**src/usbefa_pkg.sv**
```systemverilog
// Package of the endpoint FIFO access block: register offsets, bit positions,
// reset values, endpoint sizes and the carrier structs.
// Assumes a byte-wide special-function-register bus and a serial engine on the USB side.

package usbefa_pkg;

    // ==========================================================================
    // Register offsets on the special-function-register bus
    // ==========================================================================
    localparam logic [7:0] USBEFA_LINE_ADDR   = 8'h2f;
    localparam logic [7:0] USBEFA_RXST_ADDR   = 8'he2;
    localparam logic [7:0] USBEFA_RXDATA_ADDR = 8'he3;
    localparam logic [7:0] USBEFA_RXCTL_ADDR  = 8'he4;
    localparam logic [7:0] USBEFA_RXLEN_ADDR  = 8'he6;
    localparam logic [7:0] USBEFA_EPSEL_ADDR  = 8'hf1;
    localparam logic [7:0] USBEFA_TXST_ADDR   = 8'hf2;
    localparam logic [7:0] USBEFA_TXDATA_ADDR = 8'hf3;
    localparam logic [7:0] USBEFA_TXCTL_ADDR  = 8'hf4;
    localparam logic [7:0] USBEFA_TXLEN_ADDR  = 8'hf6;

    // ==========================================================================
    // Field positions
    // ==========================================================================
    localparam int USBEFA_TOGGLE_BIT   = 7;
    localparam int USBEFA_SETUP_BIT    = 6;
    localparam int USBEFA_OWSTART_BIT  = 5;
    localparam int USBEFA_OWEND_BIT    = 4;
    localparam int USBEFA_OVERRIDE_BIT = 3;
    localparam int USBEFA_FLUSH_BIT    = 7;
    localparam int USBEFA_DONE_BIT     = 4;
    localparam int USBEFA_DPLUS_BIT    = 7;
    localparam int USBEFA_DMINUS_BIT   = 6;

    // ==========================================================================
    // Reset values, index codes and sizes
    // ==========================================================================
    localparam logic [7:0] USBEFA_BYTE_RST  = 8'h00;
    localparam logic [2:0] USBEFA_EPSEL_RST = 3'h0;
    localparam logic [2:0] USBEFA_EP_BUFFER = 3'h7;
    localparam int         USBEFA_NUM_EP    = 4;
    localparam int         USBEFA_CTRL_EP   = 0;
    localparam int         USBEFA_BUF_BYTES = 64;
    localparam int         USBEFA_EP_DEPTH [USBEFA_NUM_EP] = '{8, 8, 16, 32};

    // ==========================================================================
    // Carriers
    // ==========================================================================
    typedef struct packed {
        logic [7:0] addr;
        logic       wr;
        logic       rd;
        logic [7:0] wdata;
    } usbefa_sfr_type;

    typedef struct packed {
        logic [1:0] ep;
        logic       setup_token;
        logic       setup_ok;
        logic       setup_hs;
        logic       out_ack;
        logic       in_ack;
        logic       rx_we;
        logic [7:0] rx_byte;
        logic       tx_re;
    } usbefa_sie_type;

endpackage

```
**src/usbefa_fifo.sv**
```systemverilog
// Byte FIFO for one endpoint direction, with a one-cycle flush.
// Assumes writes and reads are single-cycle strobes in the clk_i domain.

`timescale 1ns/1ps
`default_nettype none

module usbefa_fifo #(
    parameter int DEPTH = 8
) (
    // Clock and reset
    input  wire logic       clk_i,
    input  wire logic       sys_rst_i,
    // Control
    input  wire logic       flush_i,
    // Write side
    input  wire logic       wr_i,
    input  wire logic [7:0] wdata_i,
    // Read side
    input  wire logic       rd_i,
    output logic      [7:0] rdata_o,
    // Status
    output logic      [6:0] level_o,
    output logic            full_o,
    output logic            empty_o
);

    localparam int AW = $clog2(DEPTH);

    logic [7:0]  mem_q [DEPTH];
    logic [AW:0] wp_q;
    logic [AW:0] rp_q;

    wire logic do_wr = wr_i && !full_o && !flush_i;
    wire logic do_rd = rd_i && !empty_o && !flush_i;

    assign level_o = 7'(wp_q - rp_q);
    assign full_o  = (wp_q[AW] != rp_q[AW]) && (wp_q[AW-1:0] == rp_q[AW-1:0]);
    assign empty_o = (wp_q == rp_q);
    assign rdata_o = mem_q[rp_q[AW-1:0]];

    // Storage has no reset; only the pointers define what is valid.
    always_ff @(posedge clk_i)
    begin
        if (do_wr)
        begin
            mem_q[wp_q[AW-1:0]] <= wdata_i;
        end
    end

    always_ff @(posedge clk_i or posedge sys_rst_i)
    begin
        if (sys_rst_i)
        begin
            wp_q <= '0;
            rp_q <= '0;
        end
        else if (flush_i)
        begin
            wp_q <= '0;
            rp_q <= '0;
        end
        else
        begin
            wp_q <= wp_q + (AW+1)'(do_wr);
            rp_q <= rp_q + (AW+1)'(do_rd);
        end
    end

endmodule

`default_nettype wire

```
**src/usbefa_top.sv**
```systemverilog
// Endpoint FIFO access block: firmware register view of four endpoints plus a
// 64-byte buffer, and the byte/event port that faces the USB serial engine.
// Assumes the serial engine decodes tokens and handshakes and reports them as
// one-cycle strobes, and that the firmware bus is synchronous to clk_i.
//
// Behaviour
// - Valid SETUP received sets the setup-received flag of the endpoint the engine reports.
// - SETUP token on the control endpoint sets the read-only start-overwrite flag.
// - SETUP handshake sets end-overwrite; firmware clears it before reading data.
// - Receive override one lets the same write load the receive toggle; reads zero.
// - Receive toggle flips on each acknowledged OUT.
// - Receive data read returns next byte of the selected endpoint's FIFO.
// - Receive flush empties the FIFO, resets status, then self-clears.
// - Read-done releases the receive FIFO and self-clears when finished.
// - Receive count reports bytes of the held packet for endpoints 0-3.
// - With index seven, receive count is the buffer's low address byte.
// - Index 0-3 picks endpoints, 4-6 reserved, 7 selects the buffer.
// - Transmit toggle goes out in the data PID and flips on IN acknowledge.
// - Transmit override one lets the same write load the transmit toggle.
// - Transmit data write appends a byte to the selected endpoint's FIFO.
// - Transmit flush empties the FIFO, resets status, then self-clears.
// - Write-done commits the transmit FIFO for sending, then self-clears.
// - Transmit count holds the packet byte count for endpoints 0-3.
// - With index seven, transmit count is the buffer's high address byte.
// - Line-state register shows D+ and D- levels in bits seven and six.

`timescale 1ns/1ps
`default_nettype none

module usbefa_top
    import usbefa_pkg::*;
#(
    parameter int NUM_EP    = USBEFA_NUM_EP,
    parameter int BUF_BYTES = USBEFA_BUF_BYTES
) (
    // Clock and reset
    input  wire logic           clk_i,
    input  wire logic           sys_rst_i,
    // Firmware register bus
    input  wire usbefa_sfr_type sfr_i,
    output logic          [7:0] sfr_rdata_o,
    // Serial engine events and receive bytes
    input  wire usbefa_sie_type sie_i,
    // Bus line levels
    input  wire logic           dplus_level_i,
    input  wire logic           dminus_level_i,
    // Endpoint state towards the serial engine
    output logic   [NUM_EP-1:0] rx_data_toggle_o,
    output logic   [NUM_EP-1:0] tx_data_toggle_o,
    output logic   [NUM_EP-1:0] rx_full_o,
    output logic   [NUM_EP-1:0] tx_ready_o,
    // Transmit bytes towards the serial engine
    output logic          [7:0] tx_byte_o,
    output logic          [7:0] tx_count_o
);

    localparam int BAW = $clog2(BUF_BYTES);

    // ==========================================================================
    // State
    // ==========================================================================
    logic [2:0]        endpoint_select_q;
    logic [NUM_EP-1:0] rx_data_toggle_q;
    logic [NUM_EP-1:0] setup_received_q;
    logic [NUM_EP-1:0] setup_start_overwrite_q;
    logic [NUM_EP-1:0] setup_end_overwrite_q;
    logic [NUM_EP-1:0] tx_data_toggle_q;
    logic [NUM_EP-1:0] rx_fifo_flush_q;
    logic [NUM_EP-1:0] rx_read_done_q;
    logic [NUM_EP-1:0] tx_fifo_flush_q;
    logic [NUM_EP-1:0] tx_write_done_q;
    logic [NUM_EP-1:0] rx_full_q;
    logic [NUM_EP-1:0] tx_ready_q;
    logic [7:0]        rx_byte_count_q [NUM_EP];
    logic [7:0]        tx_byte_count_q [NUM_EP];
    logic [7:0]        buf_addr_lo_q;
    logic [7:0]        buf_addr_hi_q;
    logic [7:0]        buf_mem_q [BUF_BYTES];
    logic [7:0]        rdata_q;
    logic [7:0]        tx_byte_q;

    logic [7:0]        rx_head [NUM_EP];
    logic [7:0]        tx_head [NUM_EP];

    // ==========================================================================
    // Address decode
    // ==========================================================================
    wire logic       ep_valid  = !endpoint_select_q[2];
    wire logic       buf_mode  = (endpoint_select_q == USBEFA_EP_BUFFER);
    wire logic [1:0] ep_sel    = endpoint_select_q[1:0];
    wire logic [BAW-1:0] buf_addr = BAW'({buf_addr_hi_q, buf_addr_lo_q});

    wire logic hit_line   = (sfr_i.addr == USBEFA_LINE_ADDR);
    wire logic hit_epsel  = (sfr_i.addr == USBEFA_EPSEL_ADDR);
    wire logic hit_rxst   = (sfr_i.addr == USBEFA_RXST_ADDR);
    wire logic hit_rxdata = (sfr_i.addr == USBEFA_RXDATA_ADDR);
    wire logic hit_rxctl  = (sfr_i.addr == USBEFA_RXCTL_ADDR);
    wire logic hit_rxlen  = (sfr_i.addr == USBEFA_RXLEN_ADDR);
    wire logic hit_txst   = (sfr_i.addr == USBEFA_TXST_ADDR);
    wire logic hit_txdata = (sfr_i.addr == USBEFA_TXDATA_ADDR);
    wire logic hit_txctl  = (sfr_i.addr == USBEFA_TXCTL_ADDR);
    wire logic hit_txlen  = (sfr_i.addr == USBEFA_TXLEN_ADDR);

    wire logic wr_epsel  = sfr_i.wr && hit_epsel;
    wire logic wr_rxst   = sfr_i.wr && hit_rxst && ep_valid;
    wire logic wr_rxctl  = sfr_i.wr && hit_rxctl && ep_valid;
    wire logic wr_txst   = sfr_i.wr && hit_txst && ep_valid;
    wire logic wr_txdata = sfr_i.wr && hit_txdata && ep_valid;
    wire logic wr_txctl  = sfr_i.wr && hit_txctl && ep_valid;
    wire logic wr_txlen  = sfr_i.wr && hit_txlen && ep_valid;
    wire logic rd_rxdata = sfr_i.rd && hit_rxdata && ep_valid;
    wire logic wr_buf    = sfr_i.wr && hit_txdata && buf_mode;
    wire logic wr_buf_lo = sfr_i.wr && hit_rxlen && buf_mode;
    wire logic wr_buf_hi = sfr_i.wr && hit_txlen && buf_mode;

    // Reserved bit positions read as zero, so the written pattern only matters
    // at the named fields; anything else firmware puts there is dropped.
    wire logic wd_toggle   = sfr_i.wdata[USBEFA_TOGGLE_BIT];
    wire logic wd_setup    = sfr_i.wdata[USBEFA_SETUP_BIT];
    wire logic wd_owend    = sfr_i.wdata[USBEFA_OWEND_BIT];
    wire logic wd_override = sfr_i.wdata[USBEFA_OVERRIDE_BIT];
    wire logic wd_flush    = sfr_i.wdata[USBEFA_FLUSH_BIT];
    wire logic wd_done     = sfr_i.wdata[USBEFA_DONE_BIT];

    // ==========================================================================
    // Read data selection
    // ==========================================================================
    wire logic [7:0] line_val   = {dplus_level_i, dminus_level_i, 6'h00};
    wire logic [7:0] rxst_val   = {rx_data_toggle_q[ep_sel], setup_received_q[ep_sel],
                                   setup_start_overwrite_q[ep_sel],
                                   setup_end_overwrite_q[ep_sel], 4'h0};
    wire logic [7:0] txst_val   = {tx_data_toggle_q[ep_sel], 7'h00};
    wire logic [7:0] rxdata_val = buf_mode ? buf_mem_q[buf_addr] :
                                  ep_valid ? rx_head[ep_sel] : USBEFA_BYTE_RST;
    wire logic [7:0] rxlen_val  = buf_mode ? buf_addr_lo_q :
                                  ep_valid ? rx_byte_count_q[ep_sel] : USBEFA_BYTE_RST;

    wire logic [7:0] rd_val =
        hit_line              ? line_val :
        hit_epsel             ? {5'h00, endpoint_select_q} :
        hit_rxst && ep_valid  ? rxst_val :
        hit_rxdata            ? rxdata_val :
        hit_rxlen             ? rxlen_val :
        hit_txst && ep_valid  ? txst_val :
                                USBEFA_BYTE_RST;

    assign sfr_rdata_o      = rdata_q;
    assign rx_data_toggle_o = rx_data_toggle_q;
    assign tx_data_toggle_o = tx_data_toggle_q;
    assign rx_full_o        = rx_full_q;
    assign tx_ready_o       = tx_ready_q;
    assign tx_byte_o        = tx_byte_q;
    assign tx_count_o       = tx_byte_count_q[sie_i.ep];

    // ==========================================================================
    // Shared registers
    // ==========================================================================
    always_ff @(posedge clk_i or posedge sys_rst_i)
    begin
        if (sys_rst_i)
        begin
            endpoint_select_q <= USBEFA_EPSEL_RST;
            buf_addr_lo_q     <= USBEFA_BYTE_RST;
            buf_addr_hi_q     <= USBEFA_BYTE_RST;
            rdata_q           <= USBEFA_BYTE_RST;
            tx_byte_q         <= USBEFA_BYTE_RST;
        end
        else
        begin
            if (wr_epsel)
            begin
                endpoint_select_q <= sfr_i.wdata[2:0];
            end
            if (wr_buf_lo)
            begin
                buf_addr_lo_q <= sfr_i.wdata;
            end
            if (wr_buf_hi)
            begin
                buf_addr_hi_q <= sfr_i.wdata;
            end
            if (sfr_i.rd)
            begin
                rdata_q <= rd_val;
            end
            if (sie_i.tx_re)
            begin
                tx_byte_q <= tx_head[sie_i.ep];
            end
        end
    end

    // The buffer has no reset; firmware owns its contents entirely.
    always_ff @(posedge clk_i)
    begin
        if (wr_buf)
        begin
            buf_mem_q[buf_addr] <= sfr_i.wdata;
        end
    end

    // ==========================================================================
    // Per-endpoint state and FIFOs
    // ==========================================================================
    for (genvar g = 0; g < NUM_EP; g++)
    begin : g_ep
        wire logic hit   = (ep_sel == 2'(g));
        wire logic ev    = (sie_i.ep == 2'(g));
        wire logic ctrl  = (g == USBEFA_CTRL_EP);

        wire logic setup_set = ev && sie_i.setup_ok;
        wire logic setup_clr = wr_rxst && hit && !wd_setup;
        wire logic sow_set   = ctrl && ev && sie_i.setup_token;
        wire logic eow_set   = ctrl && ev && sie_i.setup_hs;
        wire logic eow_clr   = wr_rxst && hit && !wd_owend;
        wire logic rx_ovr    = wr_rxst && hit && wd_override;
        wire logic tx_ovr    = wr_txst && hit && wd_override;
        wire logic rx_rel    = rx_fifo_flush_q[g] || rx_read_done_q[g];
        wire logic rx_push   = ev && sie_i.rx_we;
        wire logic rx_pop    = rd_rxdata && hit;
        wire logic tx_push   = wr_txdata && hit;
        wire logic tx_pop    = ev && sie_i.tx_re;
        wire logic rx_full_set = ev && (sie_i.out_ack || sie_i.setup_hs);

        // A new SETUP overwrites whatever the control FIFO still held.
        wire logic rx_flush  = rx_rel || sow_set;

        usbefa_fifo #(
            .DEPTH (USBEFA_EP_DEPTH[g])
        ) u_rx_fifo (
            .clk_i     (clk_i),
            .sys_rst_i (sys_rst_i),
            .flush_i   (rx_flush),
            .wr_i      (rx_push),
            .wdata_i   (sie_i.rx_byte),
            .rd_i      (rx_pop),
            .rdata_o   (rx_head[g]),
            .level_o   (),
            .full_o    (),
            .empty_o   ()
        );

        usbefa_fifo #(
            .DEPTH (USBEFA_EP_DEPTH[g])
        ) u_tx_fifo (
            .clk_i     (clk_i),
            .sys_rst_i (sys_rst_i),
            .flush_i   (tx_fifo_flush_q[g]),
            .wr_i      (tx_push),
            .wdata_i   (sfr_i.wdata),
            .rd_i      (tx_pop),
            .rdata_o   (tx_head[g]),
            .level_o   (),
            .full_o    (),
            .empty_o   ()
        );

        always_ff @(posedge clk_i or posedge sys_rst_i)
        begin
            if (sys_rst_i)
            begin
                rx_data_toggle_q[g]        <= 1'b0;
                setup_received_q[g]        <= 1'b0;
                setup_start_overwrite_q[g] <= 1'b0;
                setup_end_overwrite_q[g]   <= 1'b0;
                tx_data_toggle_q[g]        <= 1'b0;
                rx_fifo_flush_q[g]         <= 1'b0;
                rx_read_done_q[g]          <= 1'b0;
                tx_fifo_flush_q[g]         <= 1'b0;
                tx_write_done_q[g]         <= 1'b0;
                rx_full_q[g]               <= 1'b0;
                tx_ready_q[g]              <= 1'b0;
                rx_byte_count_q[g]         <= USBEFA_BYTE_RST;
                tx_byte_count_q[g]         <= USBEFA_BYTE_RST;
            end
            else
            begin
                // Command bits last one cycle: the action runs while they are set.
                rx_fifo_flush_q[g] <= wr_rxctl && hit && wd_flush;
                rx_read_done_q[g]  <= wr_rxctl && hit && wd_done;
                tx_fifo_flush_q[g] <= wr_txctl && hit && wd_flush;
                tx_write_done_q[g] <= wr_txctl && hit && wd_done;

                // Hardware sets win over firmware clears in the same cycle.
                setup_received_q[g] <= setup_set || (setup_received_q[g] && !setup_clr);
                setup_start_overwrite_q[g] <= sow_set ||
                                              (setup_start_overwrite_q[g] && !rx_rel);
                setup_end_overwrite_q[g] <= eow_set ||
                    (setup_end_overwrite_q[g] && !eow_clr && !rx_fifo_flush_q[g]);
                rx_full_q[g] <= rx_full_set || (rx_full_q[g] && !rx_rel);

                if (rx_ovr)
                begin
                    rx_data_toggle_q[g] <= wd_toggle;
                end
                else if (ev && sie_i.out_ack)
                begin
                    rx_data_toggle_q[g] <= !rx_data_toggle_q[g];
                end

                if (tx_ovr)
                begin
                    tx_data_toggle_q[g] <= wd_toggle;
                end
                else if (ev && sie_i.in_ack)
                begin
                    tx_data_toggle_q[g] <= !tx_data_toggle_q[g];
                end

                if (rx_flush)
                begin
                    rx_byte_count_q[g] <= USBEFA_BYTE_RST;
                end
                else if (rx_push)
                begin
                    rx_byte_count_q[g] <= rx_byte_count_q[g] + 8'h01;
                end

                if (tx_fifo_flush_q[g])
                begin
                    tx_byte_count_q[g] <= USBEFA_BYTE_RST;
                end
                else if (wr_txlen && hit)
                begin
                    tx_byte_count_q[g] <= sfr_i.wdata;
                end

                // Committed data stays ready until the host acknowledges it or a transmit flush runs.
                // The FIFO is read out as it is sent, so a lost IN needs a refill.
                tx_ready_q[g] <= tx_write_done_q[g] ||
                    (tx_ready_q[g] && !(ev && sie_i.in_ack) && !tx_fifo_flush_q[g]);
            end
        end
    end

endmodule

`default_nettype wire

```
**config.mk**
```make
export PLATFORM = sky130hd
export DESIGN_NAME = usbefa_top
export DESIGN_NICKNAME = d
export VERILOG_FILES = /design/src/usbefa_pkg.sv /design/src/usbefa_fifo.sv /design/src/usbefa_top.sv
export SDC_FILE = /design/constraint.sdc
export NUM_CORES = 2
export LEC_CHECK = 0
export BUFFER_PORTS_ARGS = -buffer_cell sky130_fd_sc_hd__buf_2
export CAP_MARGIN = 10
export CORE_UTILIZATION = 63
export DETAILED_ROUTE_END_ITERATION = 8
export PLACE_DENSITY = 0.8
export SLEW_MARGIN = 20
export SYNTH_ARGS = -nofsm -noshare
export SYNTH_HDL_FRONTEND = slang
export SYNTH_HIERARCHICAL = 1
export SYNTH_SLANG_ARGS = --single-unit
```
**constraint.sdc**
```tcl
create_clock -name clk_i -period 5.6 [get_ports clk_i]
set_input_delay 0.84 -clock clk_i [delete_from_list [all_inputs] [get_ports clk_i]]
set_output_delay 0.84 -clock clk_i [all_outputs]
set_load 0.01 [all_outputs]
```
Word-level counts from Yosys, hierarchy flattened
Memory sizes are Yosys's and may differ from the RTL's.
Index checks and enable logic that the tools add are counted.
W data, S select, Z words.
{"block": "totals", "regBits": 211, "latch_bits": 0, "ramBits": 1536, "romBits": 0, "inputBits": 39, "out_inout_bits": 40, "wordCells": 509, "mem_count": 9}
{"block": "classes", "n_addsub": 20, "n_mul": 0, "div": 0, "n_lt_le_gt_ge": 3, "n_eq_ne": 41, "n_shift": 0, "mux": 98, "bitwise": 2, "reduce_logical": 264}
{"name": "buf_mem_q", "depth": 64, "word_bits": 8, "read_ports": 1, "rd_ports_with_merged_regs": 0, "write_ports": 1, "line": "usbefa_top.sv:78", "source": "logic [7:0] buf_mem_q [BUF_BYTES];"}
{"name": "g_ep[3].u_rx_fifo.mem_q", "depth": 32, "word_bits": 8, "read_ports": 1, "rd_ports_with_merged_regs": 0, "write_ports": 1, "line": "usbefa_fifo.sv:29", "source": "logic [7:0] mem_q [DEPTH];"}
{"name": "g_ep[3].u_tx_fifo.mem_q", "depth": 32, "word_bits": 8, "read_ports": 1, "rd_ports_with_merged_regs": 0, "write_ports": 1, "line": "usbefa_fifo.sv:29"}
{"name": "g_ep[2].u_rx_fifo.mem_q", "depth": 16, "word_bits": 8, "read_ports": 1, "rd_ports_with_merged_regs": 0, "write_ports": 1, "line": "usbefa_fifo.sv:29"}
{"name": "g_ep[2].u_tx_fifo.mem_q", "depth": 16, "word_bits": 8, "read_ports": 1, "rd_ports_with_merged_regs": 0, "write_ports": 1, "line": "usbefa_fifo.sv:29"}
{"name": "g_ep[0].u_rx_fifo.mem_q", "depth": 8, "word_bits": 8, "read_ports": 1, "rd_ports_with_merged_regs": 0, "write_ports": 1, "line": "usbefa_fifo.sv:29"}
{"name": "3 more memories"}
{"op": "$mux W8", "n": 34}
{"op": "$logic_and A1 B1 Y1", "n": 174}
{"op": "$eq A8 B8 Y1 const B", "n": 9}
{"op": "$bmux W8 S2", "n": 4}
{"op": "$logic_not A1 Y1", "n": 52}
{"op": "$mux W1", "n": 39}
{"op": "$add A4 B1 Y4", "n": 8}
{"op": "$add A8 B1 Y8 const B", "n": 4}
{"op": "$mux W4", "n": 8}
{"op": "$reduce_bool A2 Y1", "n": 16}
{"op": "$add A6 B1 Y6", "n": 4}
{"op": "$eq A4 B4 Y1", "n": 6}
{"op": "$mux W6", "n": 4}
{"op": "$add A5 B1 Y5", "n": 4}
{"op": "$eq A5 B5 Y1", "n": 4}
{"op": "$logic_or A1 B1 Y1", "n": 20}
{"op": "$mux W5", "n": 4}
{"op": "$eq A3 B3 Y1", "n": 4}
{"op": "$eq A6 B6 Y1", "n": 2}
{"op": "$bmux W1 S2", "n": 5}
{"op": "$eq A2 B2 Y1 const B", "n": 4}
{"op": "$eq A8 B6 Y1 const B", "n": 1}
{"op": "$ne A1 B1 Y1", "n": 8}
{"op": "$ge A3 B3 Y1 const B", "n": 2}
{"op": "5 further kinds", "n": 8}

Longest topological paths before layout
{"block": "depth", "word_depth": 11, "ltp_mapped": 12, "depth_no_buf": 10}

Hierarchy
The synthesis kept the hierarchy.
{"module": "usbefa_top", "instances": 1, "cells_each": 1697, "area_each_um2": 26998.4, "seq_area_each_um2": 18753.0}
{"module": "usbefa_fifo at g_ep[3].u_rx_fifo ...", "instances": 2, "cells_each": 519, "area_each_um2": 10709.0, "seq_area_each_um2": 7987.7}
{"module": "usbefa_fifo at g_ep[0].u_rx_fifo ...", "instances": 4, "cells_each": 180, "area_each_um2": 3051.7, "seq_area_each_um2": 2122.0}
{"module": "usbefa_fifo at g_ep[2].u_rx_fifo ...", "instances": 2, "cells_each": 322, "area_each_um2": 5665.4, "seq_area_each_um2": 4093.9}

Worst setup path before layout
No wires, ideal clock.
{"block": "synth_path", "path_kind": "input -> register", "start": "input sie_i[16] (netlist bit)", "end": "memory g_ep[2].u_rx_fifo.mem_q[0][0] (enable)", "setup_time_ps": 383, "arrival_time_ps": 2737, "required_ps": 5217, "slack_ps": 2480, "path_stages": 7, "path_buffers": 2, "path_cell_list": "buf_2 > nor2b_1 > and2_1 > clkbuf_1 > nor3b_2 > nand3_1 > nor3_1"}
{"block": "synth_via", "elab_chain_len": 6}
{"element": "start: declaration", "line": "usbefa_top.sv:43", "source": "input wire usbefa_sie_type sie_i,"}
{"element": "$eq A2 B2 Y1", "line": "usbefa_top.sv:208", "source": "wire logic ev = (sie_i.ep == 2'(g));"}
{"element": "$logic_and A1 B1 Y1", "line": "usbefa_top.sv:219", "source": "wire logic rx_push = ev && sie_i.rx_we;"}
{"element": "via g_ep[2].rx_push", "line": "usbefa_top.sv:219"}
{"element": "$logic_and A1 B1 Y1 (2 in a row)", "line": "usbefa_fifo.sv:33", "source": "wire logic do_wr = wr_i && !full_o && !flush_i;"}
{"element": "$mux W1", "line": "usbefa_fifo.sv:44", "source": "if (do_wr)"}
{"element": "$mux W1 (implied by the code)", "line": "usbefa_fifo.sv:46", "source": "mem_q[wp_q[AW-1:0]] <= wdata_i;"}
{"element": "end: declaration", "line": "usbefa_fifo.sv:29"}
The timed path passes the listed nets, and every way through them passes these cells.

==> summary.txt <==
Outcome
  – Status: complete, no violations

Timing
  – Tmin final: approximately 4 ns
  – Min Hold Slack: 0.287 ns
  – RSZ-0062 raised after global routing: no
  – Final setup vio count: 0
  – Skew final: 0.0285 ns
  – Final Hold Viols: 0
  – Fmax: 0.253 GHz
  – Final Cycle Share: 0.705
  – Slew headroom: 0.276
  – Max-slew violation count: 0
  – Slew @ Worst Pin: around 1.1 ns
  – Setup Total Neg Slack: 0 ns

Clock network
  – Cts bufs inserted: 168
  – # clock sinks: roughly 1700
  – Root buffer selected by CTS: clkbuf_16
  – Clk pin slew, worst setup/hold paths: around 0.060 ns
  – Setup Fix Bufs, Post-CTS: 0
  – H-tree depth: 4
  – Max clock buf depth: 3
  – Hold_buf cts: 0
  – CTS tree: done
  – Post-CTS Resized: 0
  – Clk_lat worst skew: 0.77 ns

Layout
  – Commonest non-fill, non-tap cells in the layout: edfxtp_1 (1536), nor2_1 (326), nand2_1 (221)
  – Layout Nets: 4198
  – Layout fillers: 6560
  – Area Overhead vs Synth: 9.59%
  – Layout cells sized above 1: 0.162
  – Leading cell type in the layout, fill and taps excluded: edfxtp_1
  – Finished Cell Area: 77900 um2
  – Fin util: 0.700

Die
  – I/O pin cnt: 79
  – Chip width: 338 um
  – Row Count: 122
  – Die Footprint: 114000 um2
  – Die span in y: 338 um
  – Initial Utilization: 0.639
  – Core Region: 111000 um2

Yosys
  – Syn avg cell area: 17.9 um2
  – Syn Inst Count: around 4000
  – Synth Warn #: 6
  – Synthesized Nets: 4084
  – Cell area after synthesis: 71100 um2

Drt
  – ANT nets after route: 0
  – Pre-antenna DRT Iters: 9
  – Routed wire length per instance: 29.9 um
  – # DRC: 0
  – Final wirelength: between 150000 and 200000 um
  – Via density per instance: 6.86
  – DR iter-0 viols: 5440
  – Vias: 39188

Pwr
  – Leak: approximately 27 nW
  – Clock Power Share: 0.368
  – Sw frac: 0.249
  – Logic pwr share: 0.113
  – Max VDD drop: between 200 and 300 uV
  – Switching power: 0.00731 W
  – Power Density: 377 nW/um2
  – Sequential power share: 0.519
  – Int Power: 0.0221 W

Setup path
  – Crit Path Max Fanout: 19
  – Worst path max stage delay: 0.87 ns
  – Critical Path End Type: flop
  – WS Path Type: reg -> reg
  – Slowest-stage cell, CP: dfrtp_1
  – Critical path cell sequence: inv_1 > nor2_2 > a221oi_1 > o21a_1 > a221o_1 > mux4_2 > a21o_1 > a221oi_1 > o2111ai_1 > o32a_1
  – CP dominant cell by count: a221oi_1
  – CP startpoint kind: flop
  – Arrival time worst endpoint: approximately 4.6 ns
  – Worst Path Required: 6.26 ns

Place
  – RePlAce Congestion: ~0.92
  – Detail Placement HPWL: 102000 um
  – Port Buffers: 78
  – Area after DPL: 72600 um2

GRT
  – Antenna violations before repair: 11
  – Grt total ovfl: 0
  – Vias in the first global route: 38628
  – First-pass GRT wire length: 252000 um
  – GRT Total Usage: 0.303
  – Largest net degree at the start of global routing: 92

Flow run
  – Max-Cap Viols: 0

Hold path
  – Hold Path Class: in -> async
-- sequential cells by signal, indices dropped and copies added (netlist names), 8 cells and up --
name / flops
g_ep.u_tx_fifo/rp_q: 19
buf_mem_q: 512
g_ep.u_rx_fifo/mem_q: 512
tx_byte_o: 8
rx_byte_count_q: 32
tx_byte_count_q: 32
buf_addr_lo_q: 8
g_ep.u_tx_fifo/wp_q: 19
sfr_rdata_o: 8
g_ep.u_rx_fifo/wp_q: 19
g_ep.u_tx_fifo/mem_q: 512
g_ep.u_rx_fifo/rp_q: 19
-- layer usage --
layer | up-vias | GRT usage | share of wire
met5 | - | 0 | 0.00026
met4 | 6 | 0.109 | 0.034
met3 | 406 | 0.0605 | 0.11
met2 | 2653 | 0.473 | 0.48
met1 | 19996 | 0.431 | 0.38
li1 | 16127 | - | -
-- power by group through the flow --
stage / clock network, W / registers (W) / logic, W
floorplan: 0 / 0.0150 / 0.00253
global placement: 0 / 0.0155 / 0.00311
detailed placement: 0 / 0.0155 / 0.00321
CTS: 0.0109 / 0.0152 / 0.00326
global route: 0.0114 / 0.0153 / 0.00350
finish: 0.0108 / 0.0152 / 0.00331
-- path summary, 6_finish.rpt --
path                                      startpoint                   endpoint  slack [ns]  cells after the start
max                        g_ep[2].u_rx_fifo/rp_q[1]             sfr_rdata_o[6]        1.65                     10
min                                        sys_rst_i  g_ep[0].u_rx_fifo/rp_q[0]        0.29                      2
max reg2reg                g_ep[2].u_rx_fifo/rp_q[1]             sfr_rdata_o[6]        1.65                     10
min reg2reg                       rx_fifo_flush_q[2]   setup_end_overwrite_q[2]        0.44                      1
max in group asynchronous                  sys_rst_i               tx_byte_o[7]        3.96                      3
min in group clk_i                         sie_i[13]        setup_received_q[1]        0.34                      3
-- critical path: cells and delay by family (launching register included) --
kind	cells	cell delay, ns
DFF	1	0.87
and+or+nand+nor	1	0.55
AOI/OAI and AO/OA	7	1.67
buffers and inverters	1	0.17
muxes	1	0.57
-- area by class of cell --
type                    count  area (um2)  share of cell area
flip-flops and latches   1747       51400               0.660
diodes                      8        20.0            0.000257
inverters                  81         309             0.00397
multi-input cells        1947       18200               0.234
repair buffers            140         876              0.0112
clock buffers             222        4520              0.0581
clock inverters            80         666             0.00855
well taps                1488        1860              0.0239
-- per-stage QoR --
step,worst slack [ns],instances,power (W)
after floorplan,1.15,3971,0.0175
after global placement,1.67,5403,0.0186
after detailed placement,1.49,5403,0.0187
after CTS,1.70,5705,0.0294
after global routing,1.39,5707,0.0301
final,1.65,5713,0.0294
(Power assumes the default switching activity.)
